**src/t1irq_defines.svh**
```systemverilog
// Register offsets, field positions, reset values and timing figures for t1irq
`ifndef T1IRQ_DEFINES_SVH
`define T1IRQ_DEFINES_SVH

`define T1IRQ_PAGE_W          4
`define T1IRQ_PAGE            4'h1
`define T1IRQ_ADDR_W          5
`define T1IRQ_ADDR_ALARM_MSK  5'h1b
`define T1IRQ_ADDR_ERROR_MSK  5'h1c
`define T1IRQ_ADDR_WRAP_MSK   5'h1d
`define T1IRQ_ADDR_LINK_MSK   5'h1e
`define T1IRQ_ADDR_RX_CFG     5'h1f
`define T1IRQ_REG_RESET       8'h00
`define T1IRQ_READ_UNMAPPED   8'h00

`define T1IRQ_FE_BIT          7
`define T1IRQ_CRC_BIT         6
`define T1IRQ_YEL_BIT         5
`define T1IRQ_COFA_BIT        4
`define T1IRQ_LCV_BIT         3
`define T1IRQ_PRBS_BIT        2
`define T1IRQ_PDV_BIT         1
`define T1IRQ_UNUSED_BIT      0

`define T1IRQ_HDLC_A_BIT      7
`define T1IRQ_HDLC_B_BIT      6
`define T1IRQ_HDLC_C_BIT      5
`define T1IRQ_LOOP_BIT        4
`define T1IRQ_ONE_SEC_BIT     3
`define T1IRQ_FIVE_SEC_BIT    2
`define T1IRQ_BIOM_BIT        1
`define T1IRQ_SIG_BIT         0

`define T1IRQ_NRZ_BIT         7
`define T1IRQ_RSVD_BIT        6
`define T1IRQ_TERM_BIT        5
`define T1IRQ_AEQ_HI          4
`define T1IRQ_AEQ_LO          3
`define T1IRQ_EQ_HI           2
`define T1IRQ_EQ_LO           0
`define T1IRQ_AEQ_MANUAL      2'b00
`define T1IRQ_AEQ_AUTO        2'b11
`define T1IRQ_EQ_OFF          3'h0

`define T1IRQ_CNT_FULL        8'hff
`define T1IRQ_CNT_ZERO        8'h00
`define T1IRQ_NUM_COUNTERS    8

`define T1IRQ_LOOP_MS         48
`define T1IRQ_CLK_KHZ         125000
`define T1IRQ_LOOP_CYCLES     (`T1IRQ_LOOP_MS * `T1IRQ_CLK_KHZ)
`define T1IRQ_SIG_DEBOUNCE    16

`define T1IRQ_BOM_HEAD        8'hfe
`define T1IRQ_BOM_W           15
`define T1IRQ_BOM_CODE_W      6
`define T1IRQ_BOM_WINDOW      10
`define T1IRQ_BOM_ACCEPT      8

`endif

```
**src/t1irq_pkg.sv**
```systemverilog
// Types shared by the t1irq framer interrupt and receiver configuration block
`include "t1irq_defines.svh"
package t1irq_pkg;
    typedef logic [7:0] t1irq_byte_t;
    typedef logic [`T1IRQ_BOM_CODE_W-1:0] t1irq_bom_code_t;
    typedef enum logic [1:0] {
        t1irq_eq_manual,
        t1irq_eq_auto,
        t1irq_eq_factory
    } t1irq_eq_mode_t;
endpackage

```
**src/t1irq_top.sv**
```systemverilog
// Framer interrupt masking, pending logic and line receiver configuration word
// Functional notes
// - Framing bit error interrupts only while in terminal frame sync and unmasked.
// - Each local CRC-6 failure interrupts when its mask bit is set.
// - Received yellow alarm detection interrupts when its mask bit is set.
// - Reframe ending at a new alignment interrupts when unmasked.
// - Line code violations, except B8ZS substitution ones, interrupt when unmasked.
// - PRBS checker bit errors interrupt when unmasked.
// - Excess consecutive zeros interrupt when the pulse density bit is set.
// - Eight counter wraps from all ones to zero interrupt per mask bit.
// - Each HDLC unit interrupts only with its own mask and unmasked event.
// - Loop up or down code held 48 ms interrupts when unmasked.
// - One second status rising edge interrupts when unmasked.
// - Five second status rising edge interrupts when unmasked.
// - New bit message seen 8 of last 10 positions interrupts.
// - Signaling pattern change interrupts, optionally debounced first.
// - Framer-only mode uses NRZ on A in and B out when the NRZ bit is set, else dual rail.
// - Termination bit switches the internal receive resistor across tip and ring.
// - Equalizer field 00 is manual, 11 automatic; 01 and 10 not written.
// - Manual equalizer mode forces the level chosen by the select field.
// - Error, wrap and link mask bits: one enables its source, zero blocks it; the alarm mask gates nothing.
// - Acknowledge clears all pending interrupts and releases the request, unless an unmasked event arrives in the same cycle.
// - Suspend holds the request released and ignores all sources.
`timescale 1ns/10ps
`include "t1irq_defines.svh"
module t1irq_top
    import t1irq_pkg::*;
#(
    parameter int unsigned LOOP_CYCLES     = `T1IRQ_LOOP_CYCLES,
    parameter int unsigned DEBOUNCE_CYCLES = `T1IRQ_SIG_DEBOUNCE,
    parameter int          CNT_W           = 8
) (
    // Clock and reset
    input  wire logic                        clock,
    input  wire logic                        rstn,
    // Microport register access
    input  wire logic                        bus_cs_n,
    input  wire logic                        bus_rd,
    input  wire logic                        bus_wr,
    input  wire logic [`T1IRQ_PAGE_W-1:0]    bus_page,
    input  wire logic [`T1IRQ_ADDR_W-1:0]    bus_addr,
    input  wire t1irq_pkg::t1irq_byte_t      bus_wdata,
    output t1irq_pkg::t1irq_byte_t           bus_rdata,
    // Interrupt control
    input  wire logic                        irq_acknowledge,
    input  wire logic                        irq_suspend,
    output logic                             irq_n_out,
    output logic                             irq_n_oe,
    // Framer and alarm events
    input  wire logic                        terminal_frame_sync,
    input  wire logic                        framing_bit_error,
    input  wire logic                        crc6_error,
    input  wire logic                        yellow_alarm,
    input  wire logic                        align_change,
    input  wire logic                        code_violation,
    input  wire logic                        b8zs_violation,
    input  wire logic                        prbs_error,
    input  wire logic                        pulse_density,
    // Error counters, index is the mask bit
    input  wire logic [7:0][CNT_W-1:0]       counter_value,
    // HDLC and link events
    input  wire logic [2:0]                  hdlc_event,
    input  wire logic                        loop_up_present,
    input  wire logic                        loop_down_present,
    input  wire logic                        one_second_status,
    input  wire logic                        five_second_status,
    input  wire logic                        bom_strobe,
    input  wire logic [`T1IRQ_BOM_W-1:0]     bom_word,
    input  wire logic [3:0]                  sig_bits,
    input  wire logic                        sig_abcd_mode,
    input  wire logic                        signaling_debounce_en,
    // Line data in framer-only mode
    input  wire logic                        liu_disabled,
    input  wire logic                        line_in_a,
    input  wire logic                        line_in_b,
    input  wire logic                        tx_pos,
    input  wire logic                        tx_neg,
    input  wire logic                        tx_nrz,
    output logic                             rx_pos,
    output logic                             rx_neg,
    output logic                             line_out_a,
    output logic                             line_out_b,
    // Receiver analog controls
    output logic                             termination_en,
    output logic                             eq_auto_en,
    output logic                             eq_manual_en,
    output logic [2:0]                       equalizer_level,
    output t1irq_pkg::t1irq_eq_mode_t        eq_mode
);
    import t1irq_pkg::*;

    t1irq_byte_t     framer_alarm_irq_mask;
    t1irq_byte_t     error_event_irq_mask;
    t1irq_byte_t     counter_overflow_irq_mask;
    t1irq_byte_t     link_timer_irq_mask;
    t1irq_byte_t     line_receiver_config;
    t1irq_byte_t     pend_alarm;
    t1irq_byte_t     pend_wrap;
    t1irq_byte_t     pend_link;
    t1irq_byte_t     next_pend_alarm;
    t1irq_byte_t     next_pend_wrap;
    t1irq_byte_t     next_pend_link;
    t1irq_byte_t     ev_alarm;
    t1irq_byte_t     ev_wrap;
    t1irq_byte_t     ev_link;
    logic            bus_sel;
    logic            one_sec_prev;
    logic            five_sec_prev;
    logic            loop_code_up;
    logic            loop_running;
    logic [31:0]     loop_count;
    logic            loop_event;
    logic [3:0]      sig_accepted;
    logic [3:0]      sig_candidate;
    logic [31:0]     sig_stable;
    logic            sig_event;
    logic [3:0]      sig_now;
    logic [`T1IRQ_BOM_WINDOW-1:0] bom_hist_ok;
    t1irq_bom_code_t bom_hist_code [`T1IRQ_BOM_WINDOW];
    t1irq_bom_code_t bom_accepted;
    logic            bom_accepted_ok;
    logic            bom_check;
    logic            bom_event;
    logic [4:0]      bom_votes;
    logic [2:0]      sync_a;
    logic [2:0]      sync_b;
    logic [1:0]      aeq_field;

    assign bus_sel = !bus_cs_n && (bus_page == `T1IRQ_PAGE);

    // Register writes
    always_ff @(posedge clock or negedge rstn) begin
        if (!rstn) begin
            framer_alarm_irq_mask     <= `T1IRQ_REG_RESET;
            error_event_irq_mask      <= `T1IRQ_REG_RESET;
            counter_overflow_irq_mask <= `T1IRQ_REG_RESET;
            link_timer_irq_mask       <= `T1IRQ_REG_RESET;
            line_receiver_config      <= `T1IRQ_REG_RESET;
        end else if (bus_sel && bus_wr) begin
            unique case (bus_addr)
                `T1IRQ_ADDR_ALARM_MSK: framer_alarm_irq_mask     <= bus_wdata;
                `T1IRQ_ADDR_ERROR_MSK: error_event_irq_mask      <= bus_wdata;
                `T1IRQ_ADDR_WRAP_MSK:  counter_overflow_irq_mask <= bus_wdata;
                `T1IRQ_ADDR_LINK_MSK:  link_timer_irq_mask       <= bus_wdata;
                `T1IRQ_ADDR_RX_CFG:    line_receiver_config      <= bus_wdata;
                default: begin
                end
            endcase
        end
    end

    // Register reads, one cycle after the strobe
    always_ff @(posedge clock or negedge rstn) begin
        if (!rstn) begin
            bus_rdata <= `T1IRQ_READ_UNMAPPED;
        end else if (bus_sel && bus_rd) begin
            unique case (bus_addr)
                `T1IRQ_ADDR_ALARM_MSK: bus_rdata <= framer_alarm_irq_mask;
                `T1IRQ_ADDR_ERROR_MSK: begin
                    bus_rdata <= error_event_irq_mask;
                    bus_rdata[`T1IRQ_UNUSED_BIT] <= 1'b0;
                end
                `T1IRQ_ADDR_WRAP_MSK:  bus_rdata <= counter_overflow_irq_mask;
                `T1IRQ_ADDR_LINK_MSK:  bus_rdata <= link_timer_irq_mask;
                `T1IRQ_ADDR_RX_CFG:    bus_rdata <= line_receiver_config;
                default:               bus_rdata <= `T1IRQ_READ_UNMAPPED;
            endcase
        end
    end

    // Framer and alarm sources
    always_comb begin
        ev_alarm = '0;
        ev_alarm[`T1IRQ_FE_BIT]   = framing_bit_error && terminal_frame_sync;
        ev_alarm[`T1IRQ_CRC_BIT]  = crc6_error;
        ev_alarm[`T1IRQ_YEL_BIT]  = yellow_alarm;
        ev_alarm[`T1IRQ_COFA_BIT] = align_change;
        ev_alarm[`T1IRQ_LCV_BIT]  = code_violation && !b8zs_violation;
        ev_alarm[`T1IRQ_PRBS_BIT] = prbs_error;
        ev_alarm[`T1IRQ_PDV_BIT]  = pulse_density;
    end

    // Counter wrap detectors
    genvar gi;
    generate
        for (gi = 0; gi < `T1IRQ_NUM_COUNTERS; gi++) begin : g_wrap
            t1irq_wrap #(
                .W (CNT_W)
            ) u_wrap (
                .clock   (clock),
                .rstn    (rstn),
                .count   (counter_value[gi]),
                .wrapped (ev_wrap[gi])
            );
        end
    endgenerate

    // Timer status edges
    always_ff @(posedge clock or negedge rstn) begin
        if (!rstn) begin
            one_sec_prev  <= 1'b0;
            five_sec_prev <= 1'b0;
        end else begin
            one_sec_prev  <= one_second_status;
            five_sec_prev <= five_second_status;
        end
    end

    // Loop code persistence timer, fires once per continuous run
    always_ff @(posedge clock or negedge rstn) begin
        if (!rstn) begin
            loop_code_up <= 1'b0;
            loop_running <= 1'b0;
            loop_count   <= '0;
            loop_event   <= 1'b0;
        end else begin
            loop_event <= 1'b0;
            if (!(loop_up_present || loop_down_present) ||
                (loop_running && (loop_code_up != loop_up_present))) begin
                loop_running <= 1'b0;
                loop_count   <= '0;
            end else if (!loop_running) begin
                loop_running <= 1'b1;
                loop_code_up <= loop_up_present;
                loop_count   <= 32'h0000_0001;
            end else if (loop_count < LOOP_CYCLES) begin
                loop_count <= loop_count + 32'h0000_0001;
                if (loop_count == LOOP_CYCLES - 32'h0000_0001) begin
                    loop_event <= 1'b1;
                end
            end
        end
    end

    // Signaling change detect with optional debounce
    assign sig_now = sig_abcd_mode ? sig_bits : {2'b00, sig_bits[1:0]};

    always_ff @(posedge clock or negedge rstn) begin
        if (!rstn) begin
            sig_accepted  <= '0;
            sig_candidate <= '0;
            sig_stable    <= '0;
            sig_event     <= 1'b0;
        end else begin
            sig_event     <= 1'b0;
            sig_candidate <= sig_now;
            if (sig_now != sig_candidate) begin
                sig_stable <= '0;
            end else if (sig_stable < DEBOUNCE_CYCLES) begin
                sig_stable <= sig_stable + 32'h0000_0001;
            end
            if (!signaling_debounce_en && (sig_now != sig_accepted)) begin
                sig_accepted <= sig_now;
                sig_event    <= 1'b1;
            end else if (signaling_debounce_en && (sig_candidate != sig_accepted) &&
                         (sig_now == sig_candidate) && (sig_stable >= DEBOUNCE_CYCLES)) begin
                sig_accepted <= sig_candidate;
                sig_event    <= 1'b1;
            end
        end
    end

    // Bit message history of the last positions
    always_ff @(posedge clock or negedge rstn) begin
        if (!rstn) begin
            bom_hist_ok <= '0;
            bom_check   <= 1'b0;
            for (int i = 0; i < `T1IRQ_BOM_WINDOW; i++) begin
                bom_hist_code[i] <= '0;
            end
        end else begin
            bom_check <= bom_strobe;
            if (bom_strobe) begin
                bom_hist_ok <= {bom_hist_ok[`T1IRQ_BOM_WINDOW-2:0],
                                (bom_word[`T1IRQ_BOM_W-1:`T1IRQ_BOM_CODE_W+1] == `T1IRQ_BOM_HEAD)
                                && !bom_word[0]};
                bom_hist_code[0] <= bom_word[`T1IRQ_BOM_CODE_W:1];
                for (int i = 1; i < `T1IRQ_BOM_WINDOW; i++) begin
                    bom_hist_code[i] <= bom_hist_code[i-1];
                end
            end
        end
    end

    // Votes for the newest message among the window
    always_comb begin
        bom_votes = '0;
        for (int i = 0; i < `T1IRQ_BOM_WINDOW; i++) begin
            if (bom_hist_ok[i] && (bom_hist_code[i] == bom_hist_code[0])) begin
                bom_votes = bom_votes + 5'h01;
            end
        end
    end

    always_ff @(posedge clock or negedge rstn) begin
        if (!rstn) begin
            bom_accepted    <= '0;
            bom_accepted_ok <= 1'b0;
            bom_event       <= 1'b0;
        end else begin
            bom_event <= 1'b0;
            if (bom_check && bom_hist_ok[0] && (bom_votes >= `T1IRQ_BOM_ACCEPT) &&
                (!bom_accepted_ok || (bom_hist_code[0] != bom_accepted))) begin
                bom_accepted    <= bom_hist_code[0];
                bom_accepted_ok <= 1'b1;
                bom_event       <= 1'b1;
            end
        end
    end

    // HDLC and link sources
    always_comb begin
        ev_link = '0;
        ev_link[`T1IRQ_HDLC_A_BIT]   = hdlc_event[0];
        ev_link[`T1IRQ_HDLC_B_BIT]   = hdlc_event[1];
        ev_link[`T1IRQ_HDLC_C_BIT]   = hdlc_event[2];
        ev_link[`T1IRQ_LOOP_BIT]     = loop_event;
        ev_link[`T1IRQ_ONE_SEC_BIT]  = one_second_status && !one_sec_prev;
        ev_link[`T1IRQ_FIVE_SEC_BIT] = five_second_status && !five_sec_prev;
        ev_link[`T1IRQ_BIOM_BIT]     = bom_event;
        ev_link[`T1IRQ_SIG_BIT]      = sig_event;
    end

    // Pending state: masks gate only new events, set wins over acknowledge
    always_comb begin
        next_pend_alarm = irq_acknowledge ? '0 : pend_alarm;
        next_pend_wrap  = irq_acknowledge ? '0 : pend_wrap;
        next_pend_link  = irq_acknowledge ? '0 : pend_link;
        if (!irq_suspend) begin
            next_pend_alarm = next_pend_alarm | (ev_alarm & error_event_irq_mask);
            next_pend_wrap  = next_pend_wrap | (ev_wrap & counter_overflow_irq_mask);
            next_pend_link  = next_pend_link | (ev_link & link_timer_irq_mask);
        end
    end

    always_ff @(posedge clock or negedge rstn) begin
        if (!rstn) begin
            pend_alarm <= '0;
            pend_wrap  <= '0;
            pend_link  <= '0;
        end else begin
            pend_alarm <= next_pend_alarm;
            pend_wrap  <= next_pend_wrap;
            pend_link  <= next_pend_link;
        end
    end

    // Open-drain request, pulled low while enabled
    always_ff @(posedge clock or negedge rstn) begin
        if (!rstn) begin
            irq_n_out <= 1'b0;
            irq_n_oe  <= 1'b0;
        end else begin
            irq_n_out <= 1'b0;
            irq_n_oe  <= !irq_suspend &&
                         (|{next_pend_alarm, next_pend_wrap, next_pend_link});
        end
    end

    // Line inputs: three stages, accepted when the last two agree
    always_ff @(posedge clock or negedge rstn) begin
        if (!rstn) begin
            sync_a <= '0;
            sync_b <= '0;
        end else begin
            sync_a <= {sync_a[1:0], line_in_a};
            sync_b <= {sync_b[1:0], line_in_b};
        end
    end

    // Framer-only line format
    always_ff @(posedge clock or negedge rstn) begin
        if (!rstn) begin
            rx_pos     <= 1'b0;
            rx_neg     <= 1'b0;
            line_out_a <= 1'b0;
            line_out_b <= 1'b0;
        end else if (!liu_disabled) begin
            rx_pos     <= 1'b0;
            rx_neg     <= 1'b0;
            line_out_a <= 1'b0;
            line_out_b <= 1'b0;
        end else if (line_receiver_config[`T1IRQ_NRZ_BIT]) begin
            if (sync_a[1] == sync_a[2]) begin
                rx_pos <= sync_a[2];
            end
            rx_neg     <= 1'b0;
            line_out_a <= 1'b0;
            line_out_b <= tx_nrz;
        end else begin
            if (sync_a[1] == sync_a[2]) begin
                rx_pos <= sync_a[2];
            end
            if (sync_b[1] == sync_b[2]) begin
                rx_neg <= sync_b[2];
            end
            line_out_a <= tx_pos;
            line_out_b <= tx_neg;
        end
    end

    // Receiver analog controls
    assign aeq_field = line_receiver_config[`T1IRQ_AEQ_HI:`T1IRQ_AEQ_LO];

    always_ff @(posedge clock or negedge rstn) begin
        if (!rstn) begin
            termination_en  <= 1'b0;
            eq_auto_en      <= 1'b0;
            eq_manual_en    <= 1'b1;
            equalizer_level <= `T1IRQ_EQ_OFF;
            eq_mode         <= t1irq_eq_manual;
        end else begin
            termination_en <= line_receiver_config[`T1IRQ_TERM_BIT];
            eq_auto_en     <= (aeq_field == `T1IRQ_AEQ_AUTO);
            eq_manual_en   <= (aeq_field == `T1IRQ_AEQ_MANUAL);
            if (aeq_field == `T1IRQ_AEQ_MANUAL) begin
                equalizer_level <= line_receiver_config[`T1IRQ_EQ_HI:`T1IRQ_EQ_LO];
                eq_mode         <= t1irq_eq_manual;
            end else if (aeq_field == `T1IRQ_AEQ_AUTO) begin
                equalizer_level <= `T1IRQ_EQ_OFF;
                eq_mode         <= t1irq_eq_auto;
            end else begin
                equalizer_level <= `T1IRQ_EQ_OFF;
                eq_mode         <= t1irq_eq_factory;
            end
        end
    end
endmodule

```
**src/t1irq_wrap.sv**
```systemverilog
// Detects an error counter wrapping from all ones to zero
`timescale 1ns/10ps
module t1irq_wrap #(
    parameter int W = 8
) (
    // Clock and reset
    input  wire logic         clock,
    input  wire logic         rstn,
    // Counter observed
    input  wire logic [W-1:0] count,
    // One-cycle wrap event
    output logic              wrapped
);
    logic [W-1:0] prev_count;

    always_ff @(posedge clock or negedge rstn) begin
        if (!rstn) begin
            prev_count <= '0;
        end else begin
            prev_count <= count;
        end
    end

    assign wrapped = (prev_count == {W{1'b1}}) && (count == '0);
endmodule

```
**config.mk**
```make
export PLATFORM = sky130hd
export DESIGN_NAME = t1irq_top
export DESIGN_NICKNAME = d
export VERILOG_FILES = /design/src/t1irq_pkg.sv /design/src/t1irq_top.sv /design/src/t1irq_wrap.sv
export VERILOG_INCLUDE_DIRS = /design/src
export SDC_FILE = /design/constraint.sdc
export NUM_CORES = 1
export LEC_CHECK = 0
export BUFFER_PORTS_ARGS = -buffer_cell sky130_fd_sc_hd__buf_2
export CORE_MARGIN = 4
export CORE_UTILIZATION = 35
export CTS_CLUSTER_SIZE = 24
export DETAILED_ROUTE_END_ITERATION = 8
export GPL_TIMING_DRIVEN = 0
export MAX_ROUTING_LAYER = met4
export SETUP_SLACK_MARGIN = 0.15
export SYNTH_ARGS = -nofsm -noshare
export SYNTH_HDL_FRONTEND = slang
export SYNTH_HIERARCHICAL = 1
export SYNTH_SLANG_ARGS = --single-unit
```
**constraint.sdc**
```tcl
create_clock -name clock -period 18.9 [get_ports clock]
set_input_delay 0 -clock clock [delete_from_list [all_inputs] [get_ports clock]]
set_output_delay 0 -clock clock [all_outputs]
set_load 0.005 [all_outputs]
```
==> flow_summary.toml, run 1 <==
[timing]
rsz0062_at_grt = "false"
fmax_ghz = 0.130
worstMarginPinSlew_ps = 1360
finalCritPeriodShare_pct = 40.6
min_period_ps = 7660
hold_viol_final = 0
clock_skew_ps = 20.7
setup_viol = 0
slew_headroom_pct = 9.02
slew_viol_final = 0
tns_ps = 0

[yosys]
synth-edff-count = 0
synth_commonest_cells = "dfrtp_1 (309), mux2_2 (107), nor2_1 (70), xnor2_1 (61), nand2_1 (49)"
synth_top_area_cell = "dfrtp_1"
syn_inst = 1114
synth.area.top_cells = "dfrtp_1 (56%), mux2_2 (8.7%), xnor2_1 (3.9%)"
synth_most_common_cell = "dfrtp_1"
ys_warn_count = 6
syn_area_um2 = 13800
seq_area_frac_synth_pct = 56.2
synth_cell_types = 79
ys.flop_type = "dfrtp_1"
syn_nets = 1259
syn_area_per_cell_um2 = 12.4
yosys.area.top_type_share_pct = 56.1
async_reset_ff_share_pct = 100
ys_ff_latch = 310

[layout]
syn_to_final_growth_pct = 28.4
drive_above_1_share_pct = 26.1
final_area_um2 = 17700
final_nets = 1564

[worst_setup_path]
required_ps = 19300
critPathSlowestCell = "or4_1"
ff2ff_setup_slack_ps = 11240
worstSetupEndpointType = "register"
crit_path_start_kind = "register"
path_class = "reg2reg"
reg2reg_depth = 31
crit_path_max_fanout = 10
r2r-start = "bom_hist_code[56]"
critical_path.max_stage_delay_ps = 470
critPathArrivalTime_ps = 8060
r2r-end = "bom_accepted[0]"
cp_common_cell = "ha_1"

[die]
coreArea_um2 = 38800
pin_count = 154
rows = 72
die_y_um = 207
dieArea_um2 = 42700
die_w_um = 207
start_util_pct = 35.5

[global_routing]
grt_use_total_pct = 15.8
grt_pass1_wl_mm = 53.0
busiest_layer = "met2"
gr-usage-met3_pct = 2.37
grt_use_met2_pct = 25.2
grt_overflow = 0
antenna_found_initial = 1
met1_usage_pct = 21.3
grt_pass1_vias = 10200
grt_max_degree = 121

[hold_path]
min_to = "bus_rdata[0]"
hold_path_startpoint = "bus_rd"
holdPathStages = 4
holdCritPathClass = "in2reg"

[clock_tree]
path_clk_slew_ps = 60
clock-sinks = 310
postCtsSetupRepairBufs = 0
cts_buffers = 35
htreeDepth = 2
cts_tree = "yes"
cts_root_buffer = "clkbuf_16"
cts_buffer_depth = 3
worstSkewPairLatency_ps = 520

[power]
p_leak_uw = 0.00779
ir_drop_uv = 76.8
p_total_uw = 1720
powerDensity_nw_per_um2 = 97.3

[routing]
drtIter0Drc = 504
first_pass_iters = 5
drc = 0
vias_per_cell = 4.90
vias = 9624
wl_per_cell_um = 16.3
wirelength_mm = 32.1
drtAntennaViolNets = 0

[place]
gp_congestion = 0.819
dpl-instance-area_um2 = 15300
io_buffers = 152
place_hpwl_mm = 22.4

[status]
status = "complete, no violations"

[run]
cap_violations = 0
==> critical path, delay by kind of cell, from the launching register on <==
kind	cells	cell delay, ps
AO/OA/AOI/OAI	6	1060
XOR/XNOR	3	810
adder cells (fa/ha/maj)	6	1820
buffers and inverters	3	430
flip-flops	1	440
multiplexers	2	650
AND/OR/NAND/NOR	11	2300
==> sequential cells by signal (all words and copies together), names as in the netlist, 10 cells and up <==
register / cells
bom_hist_code: 60
bom_hist_ok: 10
g_wrap.u_wrap/prev_count: 64
loop_count: 32
sig_stable: 32
==> routing by layer <==
layer | wire length [um] | vias up
met1 | 14900 | 4781
met3 | 1340 | 48
met2 | 15300 | 178
li1 | - | 4617
met4 | 599 | 0
met5 | 0 | -
==> per-stage QoR <==
step / cells / worst slack, ps / hold slack, ps / util [%]
after floorplan: 1114 / 12020 / -296 / -
after detailed placement: 1786 / 11230 / 43.8 / 39.3
after global placement: 1784 / 11270 / 110 / 39.2
after CTS: 1964 / 11210 / 6.11 / 45.6
final: 1965 / 11240 / 30.6 / 45.6
after global routing: 1965 / 10700 / 52.9 / 45.6
==> cells in the final DEF, fill, tap and decap left out, types with 35 or more instances in the layout <==
| master | n |
|---|---|
| dfrtp_1 | 309 |
| xor2_1 | 45 |
| inv_1 | 37 |
| dlygate4sd3_1 | 114 |
| nor2_1 | 70 |
| buf_2 | 152 |
| mux2_2 | 107 |
| xnor2_1 | 61 |
| and2_1 | 35 |
| clkbuf_16 | 36 |
| nand2_1 | 49 |
==> cells by family (layout without fill, tap and decap cells) <==
| group | Yosys count | in the layout | synth area share, % |
|---|---|---|---|
| simple gates | 344 | 344 | 15.1 |
| flops | 310 | 310 | 56.2 |
| compound gates | 130 | 130 | 6.68 |
| mux | 123 | 123 | 10.1 |
| xor+xnor | 116 | 116 | 8.11 |
| buf+inv | 75 | 407 | 2.40 |
| fa+ha+maj | 15 | 15 | 1.33 |
| other cells | 1 | 2 | 0.0272 |
==> repair_timing <==
| item | 4_1_cts | 5_1_grt |
|---|---|---|
| hold buffers | 114 | 0 |
| resized for setup | 0 | 0 |
| endpoints found under the hold margin | 233 | 0 |
==> report_power, final <==
part / internal (uW) / total [uW] / leakage, uW / switching (uW)
clock: 473 / 744 / 0.000622 / 271
sequential: 722 / 769 / 0.00398 / 47.5
combinational: 109 / 210 / 0.00318 / 101
total: 1300 / 1720 / 0.00779 / 420
==> worst max path at each step <==
stage	slack (ps)	from	cells past startpoint	endpoint
after floorplan	12020	bom_hist_code[55]	30	bom_accepted[0]
after global placement	11270	bom_hist_code[56]	31	bom_accepted[3]
after detailed placement	11230	bom_hist_code[56]	31	bom_accepted[5]
after CTS	11210	bom_hist_code[56]	31	bom_accepted[0]
after global routing	10700	bom_hist_code[57]	31	bom_accepted[4]
final	11240	bom_hist_code[56]	31	bom_accepted[0]
==> cell type report <==
class                      instances  area (um^2)
tap                              518          648
timing repair buffer             268         1970
fill                            3508        21100
multi-input combinational        729         5700
clock buffer                      51         1060
inverter                          39          146
sequential                       310         7760
buffer                            36          185
antenna                            1         2.50
clock inverter                    13          244
Power figures use the tool's default switching activity.
==> inputs of run 2 (changes only) <==
clock period = 7.5 ns   (was 18.9 ns; I/O delays follow)
==> run 2 against run 1 <==
Compared with the run above: core utilization up 0.40 points; count of clock-buffer cells in the layout unchanged; routed wire length rose by 0.63%; via count grew 0.18%; setup slack worse by 11000 ps; register-to-register slack lost 11000 ps; clock skew is essentially flat; non-clock buffer count is 5 higher; flip-flop and latch count unchanged; critical endpoint unchanged.
==> flow_summary.toml, run 2 (same netlist as run 1, synthesis figures left out) <==
[status]
status = "complete, no violations"

[layout]
mostFrequentLayoutCells = "dfrtp_1 (307), buf_2 (152), dlygate4sd3_1 (114), mux2_2 (106), nor2_1 (69)"
final_nets = 1569
largest_register_ffs = 64
syn_to_final_growth_pct = 29.5
regMostFlops = "g_wrap.u_wrap/prev_count"
fill_cells = 3488
drive_above_1_share_pct = 27.2
final_area_um2 = 17900
layout_commonest_cell = "dfrtp_1"
largestRegisters = "g_wrap.u_wrap/prev_count: 64 flops, bom_hist_code: 60 flops"

[place]
io_buffers = 152
place_hpwl_mm = 22.4
dpl-instance-area_um2 = 15300
gp_congestion = 0.819

[power]
p_leak_uw = 0.00782
powerDensity_nw_per_um2 = 243
ir_drop_uv = 193

[global_routing]
grt_overflow = 0
grt_use_total_pct = 15.8
grt_pass1_vias = 10200
antenna_found_initial = 1
grt_max_degree = 121
grt_pass1_wl_mm = 53.2

[timing]
rsz0062_at_grt = "false"
worstMarginPinSlew_ps = 1340
tns_ps = 0
hold_viol_final = 0
fmax_ghz = 0.141
clock_skew_ps = 20.3
setup_viol = 0
slew_headroom_pct = 9.81
finalCritPeriodShare_pct = 94.5
slew_viol_final = 0
min_period_ps = 7090

[die]
die_w_um = 207
rows = 72
dieArea_um2 = 42700
pin_count = 154
start_util_pct = 35.5
coreArea_um2 = 38800
die_y_um = 207

[worst_setup_path]
critPathLaunch = "bom_hist_code[54]"
reg2reg_depth = 33
worstSetupEndpointType = "register"
r2r-start = "bom_hist_code[54]"
critPathArrivalTime_ps = 7490
ff2ff_setup_slack_ps = 410
crit_end = "bom_accepted[0]"
critPathTopFamily = "simple AND/OR/NAND/NOR gates"
critical_path.max_stage_delay_ps = 470
crit_path_max_fanout = 10
crit_path_start_kind = "register"
r2r-end = "bom_accepted[0]"
critPathSlowestCell = "or4_4"
path_class = "reg2reg"
crit_cells = 33
cp_common_cell = "ha_4"
path_buf_inv = 5
required_ps = 7900

[clock_tree]
worstSkewPairLatency_ps = 520
path_clk_slew_ps = 60
cts_root_buffer = "clkbuf_16"
clock-sinks = 310
cts_buffer_depth = 3
cts_buffers = 35
htreeDepth = 2
cts_tree = "yes"

[routing]
first_pass_iters = 5
wl_met2_mm = 15.4
wl_met1_mm = 15.1
drtIter0Drc = 508
drc = 0
drtAntennaViolNets = 0
vias = 9641
met3_length_mm = 1.19
top_layer_used = "met4"
wl_per_cell_um = 16.4
wirelength_mm = 32.3
vias_per_cell = 4.89

[hold_path]
holdCritPathClass = "in2reg"

[run]
cap_violations = 0
run 2: repair_timing:
| action | CTS | global route |
|---|---|---|
| pin swaps | 4 | 4 |
| hold endpoints to repair | 233 | 0 |
| setup endpoints to repair | 8 | 8 |
| resized for setup | 11 | 8 |
| setup buffers | 3 | 2 |
| hold buffers | 114 | 0 |
run 2: final cells by class:
type	count	area (um^2)	share of cell area [%]
clock inverter	13	244	1.37
tap	518	648	3.63
timing repair buffer	273	2020	11.3
inverter	39	146	0.819
clock buffer	51	1060	5.92
multi-input combinational	729	5800	32.5
buffer	36	193	1.08
antenna	1	2.50	0.0140
sequential	310	7760	43.4
run 2: worst min path at each step:
stage	start	endpoint	slack (ps)	depth (start not counted)
global placement	line_in_a	sync_a[0]	110	1
finish	bus_rd	bus_rdata[0]	30	4
global route	bus_rd	bus_rdata[7]	50	3
CTS	bus_rd	bus_rdata[0]	6	4
floorplan	rstn	bom_accepted[0]	-300	0
detailed placement	rstn	sync_a[0]	40	1
run 2: layer usage:
layer,vias to the layer above,GRT usage [%]
li1,4622,-
met5,-,-
met1,4800,21.3
met3,54,2.42
met2,165,25.2
met4,0,4.25
run 2: worst register-to-register path, delay by kind of cell (launching register included):
kind	cells	cell delay [ps]
and+or+nand+nor	11	1760
adders and majority gates	6	1640
AOI/OAI and AO/OA	6	1210
xor gates and xnor gates	3	790
buffers and inverters	5	620
muxes	2	610
DFF	1	370
run 2: where the power goes:
group          internal [uW]  switching [uW]  total [uW]
clock network           1190             684        1880
registers               1820             119        1940
logic                    278             257         535
run 2: through the flow:
stage | util, % | total power, uW | std cells | hold WS, ps | setup slack (ps)
floorplan | - | 2270 | 1114 | -296 | 618
global placement | 39.2 | 2430 | 1784 | 110 | -134
detailed placement | 39.3 | 2450 | 1786 | 43.8 | -171
CTS | 45.9 | 4420 | 1967 | 6.11 | 194
global route | 46.0 | 4560 | 1970 | 52.9 | 94.4
finish | 46.0 | 4350 | 1970 | 29.4 | 409
